===== src/vtlih_cfg.svh =====
/*
  constants of the vectored two-level interrupt handler: register offsets,
  field positions, reset values, vector layout and call timing.
  assumes an 8-bit register port and a 50 MHz system clock.
*/
`ifndef VTLIH_CFG_SVH
`define VTLIH_CFG_SVH

`define VTLIH_NUM_SRC 22
`define VTLIH_NUM_PIN 4

// register offsets
`define VTLIH_ADDR_TIMER_CTRL 8'h88
`define VTLIH_ADDR_PRI_EN 8'ha8
`define VTLIH_ADDR_PORT3_FLAG 8'had
`define VTLIH_ADDR_PRI_PRIO 8'hb8
`define VTLIH_ADDR_PEND0 8'hd2
`define VTLIH_ADDR_PEND1 8'hd3
`define VTLIH_ADDR_PEND2 8'hd4
`define VTLIH_ADDR_STATUS 8'hd5
`define VTLIH_ADDR_EXT_EN1 8'he6
`define VTLIH_ADDR_EXT_EN2 8'he7
`define VTLIH_ADDR_EXT_PRIO1 8'hf6
`define VTLIH_ADDR_EXT_PRIO2 8'hf7

// field positions
`define VTLIH_GLOBAL_EN_BIT 7
`define VTLIH_TC_TRIG0_BIT 0
`define VTLIH_TC_PEND0_BIT 1
`define VTLIH_TC_TRIG1_BIT 2
`define VTLIH_TC_PEND1_BIT 3
`define VTLIH_TC_TMR0_BIT 5
`define VTLIH_TC_TMR1_BIT 7
`define VTLIH_P3_POL6_BIT 2
`define VTLIH_P3_POL7_BIT 3
`define VTLIH_P3_PEND6_BIT 5
`define VTLIH_P3_PEND7_BIT 6

// source order numbers
`define VTLIH_SRC_EXT0 0
`define VTLIH_SRC_TMR0 1
`define VTLIH_SRC_EXT1 2
`define VTLIH_SRC_TMR1 3
`define VTLIH_SRC_EXT6 18
`define VTLIH_SRC_EXT7 19

// reset values and masks
`define VTLIH_RST_BYTE 8'h00
`define VTLIH_PRI_PRIO_UNUSED 8'hc0
`define VTLIH_AUTO_CLR_MASK 22'h00000f
`define VTLIH_PIN_SRC_MASK 22'h0c0005

// vectors and timing
`define VTLIH_RESET_VEC 16'h0000
`define VTLIH_VEC_BASE 16'h0003
`define VTLIH_VEC_SHIFT 3
`define VTLIH_LONG_CALL_CYCLES 3'd4

`endif


===== src/vtlih_pkg.sv =====
/*
  types of the vectored two-level interrupt handler.
  assumes vtlih_cfg.svh for the numbers.
*/
package vtlih_pkg;
  typedef logic [7:0] vtlih_byte_t;
  typedef logic [15:0] vtlih_vec_t;
  typedef logic [21:0] vtlih_src_t;
  typedef logic [4:0] vtlih_idx_t;
  typedef logic [3:0] vtlih_pin_t;
  typedef enum logic [1:0] {
    VTLIH_ST_RUN = 2'b01,
    VTLIH_ST_CALL = 2'b10
  } vtlih_state_t;
endpackage


===== src/vtlih_pin_if.sv =====
/*
  carrier between the pin synchroniser and the handler core: settled levels
  and one-cycle edge pulses of the four external interrupt pins.
  assumes both ends run on the system clock.
*/
`timescale 1ns/100ps
interface vtlih_pin_if;
  logic [3:0] level;
  logic [3:0] fall;
  logic [3:0] rise;
  modport src (output level, output fall, output rise);
  modport dst (input level, input fall, input rise);
endinterface


===== src/vtlih_handler.sv =====
/*
  vectored two-level interrupt handler: pending flags, enables, priorities,
  arbitration, long-call request to the sequencer and nesting state.
  assumes the sequencer pulses instr_done_i at each instruction boundary,
  return_from_interrupt_i with it when that instruction is a return-from-interrupt, and
  signals no boundary while long_call_o is high.
*/
`timescale 1ns/100ps
`include "vtlih_cfg.svh"
module vtlih_handler
  import vtlih_pkg::*;
(
  input wire logic clk_i, // system clock, 50 MHz
  input wire logic resetn_i, // synchronous reset, active low
  input wire logic [7:0] addr_i, // register address
  input wire vtlih_pkg::vtlih_byte_t wr_data_i, // register write data
  input wire logic wr_i, // write strobe
  input wire logic rd_i, // read strobe
  output vtlih_pkg::vtlih_byte_t rd_data_o, // read data, cycle after rd_i
  input wire vtlih_pkg::vtlih_src_t src_set_i, // peripheral flag set pulses
  input wire logic ext_irq_pin_zero_i, // ext0 pin, active low
  input wire logic ext_irq_pin_one_i, // ext1 pin, active low
  input wire logic ext6_pin_i, // ext6 pin
  input wire logic ext7_pin_i, // ext7 pin
  input wire logic instr_done_i, // current instruction completes
  input wire logic return_from_interrupt_i, // that instruction is return_from_interrupt
  output logic long_call_o, // long_call in progress
  output vtlih_pkg::vtlih_vec_t vector_o // long_call target
);
  import vtlih_pkg::*;

  ////////////////////////////////////////////////////////////////////////////
  // pin synchroniser
  vtlih_pin_if pins ();
  vtlih_pin_sync u_sync (
    .clk_i(clk_i),
    .resetn_i(resetn_i),
    .pin_i({ext7_pin_i, ext6_pin_i, ext_irq_pin_one_i, ext_irq_pin_zero_i}),
    .pins(pins)
  );

  ////////////////////////////////////////////////////////////////////////////
  // registers
  vtlih_byte_t pri_en_r, ext_en1_r, ext_en2_r;
  vtlih_byte_t pri_prio_r, ext_prio1_r, ext_prio2_r;
  logic trig0_r, trig1_r, pol6_r, pol7_r;
  vtlih_src_t pend_r, pend_nxt;
  vtlih_src_t en_vec, prio_vec, hw_set, sw_mask, sw_val, auto_clr;
  vtlih_state_t state_r;
  logic [2:0] call_cnt_r;
  logic act_hi_r, act_lo_r;
  logic req_valid_r, req_hi_r;
  vtlih_idx_t req_idx_r;
  vtlih_byte_t rd_nxt;
  logic fire, glob_en;

  assign glob_en = pri_en_r[`VTLIH_GLOBAL_EN_BIT];
  assign en_vec = {ext_en2_r, ext_en1_r, pri_en_r[5:0]};
  assign prio_vec = {ext_prio2_r, ext_prio1_r, pri_prio_r[5:0]};

  always_ff @(posedge clk_i) begin
    if (!resetn_i) begin
      pri_en_r <= `VTLIH_RST_BYTE;
      ext_en1_r <= `VTLIH_RST_BYTE;
      ext_en2_r <= `VTLIH_RST_BYTE;
    end else if (wr_i) begin
      if (addr_i == `VTLIH_ADDR_PRI_EN) begin
        pri_en_r <= wr_data_i;
      end else if (addr_i == `VTLIH_ADDR_EXT_EN1) begin
        ext_en1_r <= wr_data_i;
      end else if (addr_i == `VTLIH_ADDR_EXT_EN2) begin
        ext_en2_r <= wr_data_i;
      end
    end
  end

  always_ff @(posedge clk_i) begin
    if (!resetn_i) begin
      pri_prio_r <= `VTLIH_RST_BYTE;
      ext_prio1_r <= `VTLIH_RST_BYTE;
      ext_prio2_r <= `VTLIH_RST_BYTE;
    end else if (wr_i) begin
      if (addr_i == `VTLIH_ADDR_PRI_PRIO) begin
        pri_prio_r <= wr_data_i;
      end else if (addr_i == `VTLIH_ADDR_EXT_PRIO1) begin
        ext_prio1_r <= wr_data_i;
      end else if (addr_i == `VTLIH_ADDR_EXT_PRIO2) begin
        ext_prio2_r <= wr_data_i;
      end
    end
  end

  always_ff @(posedge clk_i) begin
    if (!resetn_i) begin
      trig0_r <= 1'b0;
      trig1_r <= 1'b0;
      pol6_r <= 1'b0;
      pol7_r <= 1'b0;
    end else if (wr_i) begin
      if (addr_i == `VTLIH_ADDR_TIMER_CTRL) begin
        trig0_r <= wr_data_i[`VTLIH_TC_TRIG0_BIT];
        trig1_r <= wr_data_i[`VTLIH_TC_TRIG1_BIT];
      end else if (addr_i == `VTLIH_ADDR_PORT3_FLAG) begin
        pol6_r <= wr_data_i[`VTLIH_P3_POL6_BIT];
        pol7_r <= wr_data_i[`VTLIH_P3_POL7_BIT];
      end
    end
  end

  ////////////////////////////////////////////////////////////////////////////
  // pending flags
  always_comb begin
    hw_set = src_set_i & ~`VTLIH_PIN_SRC_MASK;
    hw_set[`VTLIH_SRC_EXT0] = pins.fall[0];
    hw_set[`VTLIH_SRC_EXT1] = pins.fall[1];
    hw_set[`VTLIH_SRC_EXT6] = pol6_r ? pins.rise[2] : pins.fall[2];
    hw_set[`VTLIH_SRC_EXT7] = pol7_r ? pins.rise[3] : pins.fall[3];
  end

  always_comb begin
    sw_mask = '0;
    sw_val = '0;
    if (wr_i) begin
      if (addr_i == `VTLIH_ADDR_PEND0) begin
        sw_mask[7:0] = 8'hff;
        sw_val[7:0] = wr_data_i;
      end else if (addr_i == `VTLIH_ADDR_PEND1) begin
        sw_mask[15:8] = 8'hff;
        sw_val[15:8] = wr_data_i;
      end else if (addr_i == `VTLIH_ADDR_PEND2) begin
        sw_mask[21:16] = 6'h3f;
        sw_val[21:16] = wr_data_i[5:0];
      end else if (addr_i == `VTLIH_ADDR_TIMER_CTRL) begin
        sw_mask[3:0] = 4'hf;
        sw_val[`VTLIH_SRC_EXT0] = wr_data_i[`VTLIH_TC_PEND0_BIT];
        sw_val[`VTLIH_SRC_TMR0] = wr_data_i[`VTLIH_TC_TMR0_BIT];
        sw_val[`VTLIH_SRC_EXT1] = wr_data_i[`VTLIH_TC_PEND1_BIT];
        sw_val[`VTLIH_SRC_TMR1] = wr_data_i[`VTLIH_TC_TMR1_BIT];
      end else if (addr_i == `VTLIH_ADDR_PORT3_FLAG) begin
        sw_mask[19:18] = 2'h3;
        sw_val[`VTLIH_SRC_EXT6] = wr_data_i[`VTLIH_P3_PEND6_BIT];
        sw_val[`VTLIH_SRC_EXT7] = wr_data_i[`VTLIH_P3_PEND7_BIT];
      end
    end
  end

  always_comb begin
    auto_clr = '0;
    if (fire) begin
      auto_clr[req_idx_r] = 1'b1;
    end
    auto_clr = auto_clr & `VTLIH_AUTO_CLR_MASK;
  end

  genvar k;
  generate
    for (k = 0; k < `VTLIH_NUM_SRC; k++) begin : gen_pend
      always_comb begin
        if (sw_mask[k]) begin
          pend_nxt[k] = hw_set[k] | sw_val[k];
        end else begin
          pend_nxt[k] = hw_set[k] | (pend_r[k] & ~auto_clr[k]);
        end
      end
    end
  endgenerate

  always_ff @(posedge clk_i) begin
    if (!resetn_i) begin
      pend_r <= '0;
    end else begin
      pend_r <= pend_nxt;
      if (!trig0_r) begin
        pend_r[`VTLIH_SRC_EXT0] <= !pins.level[0];
      end
      if (!trig1_r) begin
        pend_r[`VTLIH_SRC_EXT1] <= !pins.level[1];
      end
    end
  end

  ////////////////////////////////////////////////////////////////////////////
  // arbitration, sampled every clock
  function automatic logic [5:0] vtlih_pick(input vtlih_src_t v);
    logic [5:0] res;
    res = 6'h00;
    for (int i = `VTLIH_NUM_SRC - 1; i >= 0; i--) begin
      if (v[i]) begin
        res = {1'b1, 5'(i)};
      end
    end
    return res;
  endfunction

  vtlih_src_t elig, elig_hi, elig_lo;
  logic [5:0] pick_hi, pick_lo;
  always_comb begin
    elig = glob_en ? (pend_r & en_vec) : '0;
    elig_hi = act_hi_r ? '0 : (elig & prio_vec);
    elig_lo = (act_hi_r || act_lo_r) ? '0 : (elig & ~prio_vec);
    pick_hi = vtlih_pick(elig_hi);
    pick_lo = vtlih_pick(elig_lo);
  end

  always_ff @(posedge clk_i) begin
    if (!resetn_i) begin
      req_valid_r <= 1'b0;
      req_hi_r <= 1'b0;
      req_idx_r <= '0;
    end else begin
      req_valid_r <= pick_hi[5] || pick_lo[5];
      req_hi_r <= pick_hi[5];
      req_idx_r <= pick_hi[5] ? pick_hi[4:0] : pick_lo[4:0];
    end
  end

  ////////////////////////////////////////////////////////////////////////////
  // long call sequencing and nesting
  // a boundary that is a return never vectors, so the next instruction runs
  assign fire = (state_r == VTLIH_ST_RUN) && instr_done_i && !return_from_interrupt_i && req_valid_r;

  always_ff @(posedge clk_i) begin
    if (!resetn_i) begin
      state_r <= VTLIH_ST_RUN;
      call_cnt_r <= 3'd0;
      vector_o <= `VTLIH_RESET_VEC;
    end else begin
      case (state_r)
        VTLIH_ST_RUN: begin
          if (fire) begin
            state_r <= VTLIH_ST_CALL;
            call_cnt_r <= `VTLIH_LONG_CALL_CYCLES - 3'd1;
            vector_o <= `VTLIH_VEC_BASE + {8'h00, req_idx_r, 3'b000};
          end
        end
        VTLIH_ST_CALL: begin
          call_cnt_r <= call_cnt_r - 3'd1;
          if (call_cnt_r == 3'd0) begin
            state_r <= VTLIH_ST_RUN;
          end
        end
        default: begin
          state_r <= VTLIH_ST_RUN;
        end
      endcase
    end
  end

  assign long_call_o = (state_r == VTLIH_ST_CALL);

  always_ff @(posedge clk_i) begin
    if (!resetn_i) begin
      act_hi_r <= 1'b0;
      act_lo_r <= 1'b0;
    end else if (fire) begin
      if (req_hi_r) begin
        act_hi_r <= 1'b1;
      end else begin
        act_lo_r <= 1'b1;
      end
    end else if (instr_done_i && return_from_interrupt_i) begin
      if (act_hi_r) begin
        act_hi_r <= 1'b0;
      end else begin
        act_lo_r <= 1'b0;
      end
    end
  end

  ////////////////////////////////////////////////////////////////////////////
  // read port
  always_comb begin
    rd_nxt = 8'h00;
    if (addr_i == `VTLIH_ADDR_PRI_EN) begin
      rd_nxt = pri_en_r;
    end else if (addr_i == `VTLIH_ADDR_EXT_EN1) begin
      rd_nxt = ext_en1_r;
    end else if (addr_i == `VTLIH_ADDR_EXT_EN2) begin
      rd_nxt = ext_en2_r;
    end else if (addr_i == `VTLIH_ADDR_PRI_PRIO) begin
      rd_nxt = pri_prio_r | `VTLIH_PRI_PRIO_UNUSED;
    end else if (addr_i == `VTLIH_ADDR_EXT_PRIO1) begin
      rd_nxt = ext_prio1_r;
    end else if (addr_i == `VTLIH_ADDR_EXT_PRIO2) begin
      rd_nxt = ext_prio2_r;
    end else if (addr_i == `VTLIH_ADDR_TIMER_CTRL) begin
      rd_nxt = {pend_r[3], 1'b0, pend_r[1], 1'b0, pend_r[2], trig1_r, pend_r[0], trig0_r};
    end else if (addr_i == `VTLIH_ADDR_PORT3_FLAG) begin
      rd_nxt = {1'b0, pend_r[19], pend_r[18], 1'b0, pol7_r, pol6_r, 2'b00};
    end else if (addr_i == `VTLIH_ADDR_PEND0) begin
      rd_nxt = pend_r[7:0];
    end else if (addr_i == `VTLIH_ADDR_PEND1) begin
      rd_nxt = pend_r[15:8];
    end else if (addr_i == `VTLIH_ADDR_PEND2) begin
      rd_nxt = {2'b00, pend_r[21:16]};
    end else if (addr_i == `VTLIH_ADDR_STATUS) begin
      rd_nxt = {long_call_o, act_hi_r, act_lo_r, req_idx_r};
    end
  end

  always_ff @(posedge clk_i) begin
    if (!resetn_i) begin
      rd_data_o <= 8'h00;
    end else begin
      rd_data_o <= rd_i ? rd_nxt : 8'h00;
    end
  end
endmodule // vtlih_handler


===== src/vtlih_pin_sync.sv =====
/*
  three-flop synchroniser for the external interrupt pins; a change counts
  once the second and third flop agree, and edges are derived from that.
  assumes asynchronous pins and a synchronous active-low reset.
*/
`timescale 1ns/100ps
`include "vtlih_cfg.svh"
module vtlih_pin_sync
  import vtlih_pkg::*;
(
  input wire logic clk_i, // system clock
  input wire logic resetn_i, // synchronous reset, active low
  input wire vtlih_pkg::vtlih_pin_t pin_i, // raw pins, idle high
  vtlih_pin_if.src pins // settled levels and edges
);
  import vtlih_pkg::*;

  genvar g;
  generate
    for (g = 0; g < `VTLIH_NUM_PIN; g++) begin : gen_pin
      logic s1_r, s2_r, s3_r, lvl_r, fall_r, rise_r;
      always_ff @(posedge clk_i) begin
        if (!resetn_i) begin
          s1_r <= 1'b1;
          s2_r <= 1'b1;
          s3_r <= 1'b1;
        end else begin
          s1_r <= pin_i[g];
          s2_r <= s1_r;
          s3_r <= s2_r;
        end
      end
      always_ff @(posedge clk_i) begin
        if (!resetn_i) begin
          lvl_r <= 1'b1;
          fall_r <= 1'b0;
          rise_r <= 1'b0;
        end else begin
          fall_r <= (s2_r == s3_r) && lvl_r && !s3_r;
          rise_r <= (s2_r == s3_r) && !lvl_r && s3_r;
          if (s2_r == s3_r) begin
            lvl_r <= s3_r;
          end
        end
      end
      assign pins.level[g] = lvl_r;
      assign pins.fall[g] = fall_r;
      assign pins.rise[g] = rise_r;
    end
  endgenerate
endmodule // vtlih_pin_sync


===== config.mk =====
export PLATFORM = sky130hd
export DESIGN_NAME = vtlih_handler
export DESIGN_NICKNAME = d
export VERILOG_FILES = /design/src/vtlih_pkg.sv /design/src/vtlih_pin_if.sv /design/src/vtlih_handler.sv /design/src/vtlih_pin_sync.sv
export VERILOG_INCLUDE_DIRS = /design/src
export SDC_FILE = /design/constraint.sdc
export NUM_CORES = 1
export LEC_CHECK = 0
export BUFFER_PORTS_ARGS = -buffer_cell sky130_fd_sc_hd__clkbuf_2
export CAP_MARGIN = 40
export CORE_MARGIN = 3
export CORE_UTILIZATION = 59
export DETAILED_ROUTE_END_ITERATION = 10
export PLACE_DENSITY = 0.79
export SKIP_CTS_REPAIR_TIMING = 1
export SYNTH_ARGS = -nofsm -noshare
export SYNTH_HDL_FRONTEND = slang
export SYNTH_SLANG_ARGS = --single-unit

===== constraint.sdc =====
create_clock -name clk_i -period 2.3 [get_ports clk_i]
set_clock_uncertainty 0.05 [all_clocks]
set_input_delay 0 -clock clk_i [delete_from_list [all_inputs] [get_ports clk_i]]
set_output_delay 0 -clock clk_i [all_outputs]
set_load 0.1 [all_outputs]

==> results_dict.tcl <==
set metrics [dict create \
    status "complete, but fails checks" \
    violations "negative setup slack" \
    synth_flop_cell "dfxtp_1" \
    final_area_um2 8128 \
    synthMuxAreaShare_pct 7.946 \
    powerDensity_nw_per_um2 643.3 \
    dp.cells 953 \
    crit_top_cell "a21oi_1" \
    drtIter0Drc 1135 \
    path_buf_inv 1 \
    htreeDepth 4 \
    fmax_ghz 0.4181 \
    place_hpwl_um 17110 \
    post-route-drc-count 0 \
    cts_root_buffer "clkbuf_8" \
    layout_setup_ws_ps -92.01 \
    min_path_type "in2reg" \
    syn_area_per_cell_um2 8.458 \
    timing_hold_violations_final 0 \
    maxCapViolations 0 \
    io_buffers 59 \
    clkLatencyLatePin_ps 560 \
    cp_slowest_stage_delay_ps 550 \
    maxSlewHeadroom_pct 61.02 \
    ys_async_sr_fraction_pct 0 \
    synth_compound_area_share_pct 23.31 \
    gr-total-overflow 0 \
    num_antenna_cells 0 \
    synth_xor_area_share_pct 0.1328 \
    synth_area_um2 6598 \
    nNetsFinal 942 \
    period_share_pct 104.0 \
    worstPathMaxFanout 4 \
    clk_path_buf_depth 2 \
    tns_ps -112.5 \
    globalplace.congestion 1.070 \
    start_kind "flip-flop" \
    initial_core_util_pct 62.23 \
    drive_above_1_share_pct 16.24 \
    final_core_util_pct 76.67 \
    setup_viol 3 \
    arrival_ps 2790 \
    numCtsBuffers 17 \
    postRouteAntennaNets 0 \
    dr.pass1.iters 7 \
    hold_depth 3 \
    core_area_um2 10600 \
    fin_crit_ps 2392 \
    die_h_um 111.7 \
    rows 37 \
    routed_wl_um 26600 \
    critPathTopFamily "simple AND/OR/NAND/NOR gates" \
    reg2regPathDepth 7 \
    synth_edf_count 0 \
    synth_seq_cells 122 \
    clkSlewWorstSetupHoldPaths_ps 60 \
    path_depth 7 \
    pin_count 73 \
    cts_tree "yes" \
    synth_warnings 0 \
    stdcell_count 1041 \
    path_cells "nand2b_1, nor3_1, nand4b_1, a21oi_1, a21oi_1, o21a_1, dlygate4sd3_1" \
    path_class "reg2reg" \
    die_w_um 111.7 \
    ys_seq_area_share_pct 37.02 \
    avgViaCountPerCell 6.873 \
    peakVddDrop_mv 0.7197 \
    synthAdderAreaFrac_pct 0.3793 \
    synth_cell_types 74 \
    power_leakage_nw 3.089 \
    synth_top_family_by_area "simple AND/OR/NAND/NOR gates" \
    syn_inst 780 \
    cp.required_ps 2690 \
    dieArea_um2 12490 \
    grt_max_degree 63 \
    cpMaxStageDelayCell "dlygate4sd3_1" \
    synth-simple-area-share_pct 26.11 \
    grt_use_total_pct 37.29 \
    cts_sinks 122 \
    fill_cells 696 \
    antenna_found_initial 0 \
    grt_pass1_wl_um 35590 \
    grt_pass1_vias 6491 \
    avgRoutedWirePerCell_um 25.55 \
    vias 7155 \
    tightest_slew_ps 580.2 \
    area_growth_syn_to_layout_pct 23.19 \
    place_area_um2 7013 \
    maxSlewViolCount 0 \
    end_kind "flip-flop" \
]
==> report_power, final <==
part           internal, mW  switching, mW  total [mW]
Sequential             2.15         0.0545        2.20
Clock                  1.47           1.08        2.56
Combinational         0.181          0.290       0.472
==> synthesized netlist by cell type (7+ instances only) <==
cell type | number | area [um^2]
dfxtp_1 | 122 | 2442
nand2_1 | 81 | 304.0
nand3_1 | 53 | 265.3
a21oi_1 | 48 | 240.2
nor2b_1 | 38 | 237.7
mux2i_1 | 31 | 310.3
nor2_1 | 31 | 116.4
o21ai_0 | 31 | 155.2
clkbuf_1 | 24 | 90.09
o21a_1 | 24 | 180.2
a21boi_1 | 17 | 127.6
buf_2 | 17 | 85.08
nand2b_1 | 16 | 100.1
nor3_1 | 16 | 80.08
a21boi_0 | 14 | 105.1
nand3b_1 | 13 | 97.59
buf_4 | 12 | 90.09
inv_1 | 12 | 45.04
a221oi_1 | 10 | 87.58
mux2_2 | 10 | 112.6
mux2_1 | 9 | 101.4
o22ai_1 | 9 | 56.30
a22oi_1 | 8 | 60.06
a32oi_1 | 7 | 61.31
and2_1 | 7 | 43.79
==> logic make-up after synthesis <==
family	after synthesis
AO/OA/AOI/OAI	223
other	1
flip-flops	122
XOR/XNOR	1
multiplexers	50
adder cells (fa/ha/maj)	2
AND/OR/NAND/NOR	312
buffers and inverters	69
==> sequential cells by signal, summed over array words and instances, names as in the netlist, 5 cells and up <==
register	cells
ext_en1_r	8
req_idx_r	5
pend_r	22
pri_prio_r	6
ext_en2_r	8
rd_data_o	8
ext_prio1_r	8
vector_o	6
ext_prio2_r	8
pri_en_r	8
==> through the flow <==
stage / total power, mW / hold WS, ps / setup slack, ps
after floorplan: 2.472 / 51.47 / 12.87
after global placement: 2.587 / 133.7 / 284.0
after detailed placement: 2.597 / 138.7 / 236.0
after CTS: 5.073 / -424.4 / 205.2
after global routing: 5.327 / 27.29 / -189.6
final: 5.228 / 16.26 / -92.01
==> cell usage in the layout, fill, tap and decap left out, drive strengths merged, types with 5 or more instances in the layout <==
master       count
o32ai            5
and4             6
nand3b          13
nand4b           5
nor2b           38
dlygate4sd3     56
nor3b            6
and2             7
a21oi           49
dfxtp          122
buf             26
a32oi            7
o22ai            9
mux2i           31
nand2b          17
nand4            6
nor2            33
conb             9
mux2            19
and3b            6
nand3           56
clkbuf          78
a221oi          10
o21a            24
and3             6
inv             18
nand2           81
a21boi          31
o21ai           35
a22oi            8
nor3            18
==> metal layers <==
layer | part of all wire (%) | GRT usage [%] | wire [um]
met4 | 6.4 | 17.36 | 1690
met5 | 0 | 0 | 0
met3 | 12 | 12.83 | 3309
met1 | 37 | 46.13 | 9970
met2 | 44 | 58.47 | 11630
==> path summary, 6_finish.rpt <==
| kind | start | endpoint | slack (ps) |
|---|---|---|---|
| worst max-delay path | req_valid_r | pend_r[1] | -90 |
| worst min-delay path | addr_i[5] | rd_data_o[7] | 20 |
| worst max register to register | req_valid_r | pend_r[1] | -90 |
| worst min register to register | u_sync.gen_pin[0].s1_r | u_sync.gen_pin[0].s2_r | 370 |
==> layout make-up <==
class	instances	area, um^2	share of cell area, %
multi-input combinational	597	3857	47.46
clock buffer	20	435.4	5.357
sequential	122	2442	30.05
timing repair buffer	140	1056	12.99
inverter	14	52.55	0.6466
tap	136	170.2	2.094
clock inverter	12	113.9	1.401
==> worst register-to-register path: cells and delay by family (launching register included) <==
kind / cells / cell delay, ps
buf+inv: 1 / 550
flops: 1 / 350
compound gates: 3 / 570
simple gates: 3 / 750
Note: power is estimated with default switching activity, not from simulation.
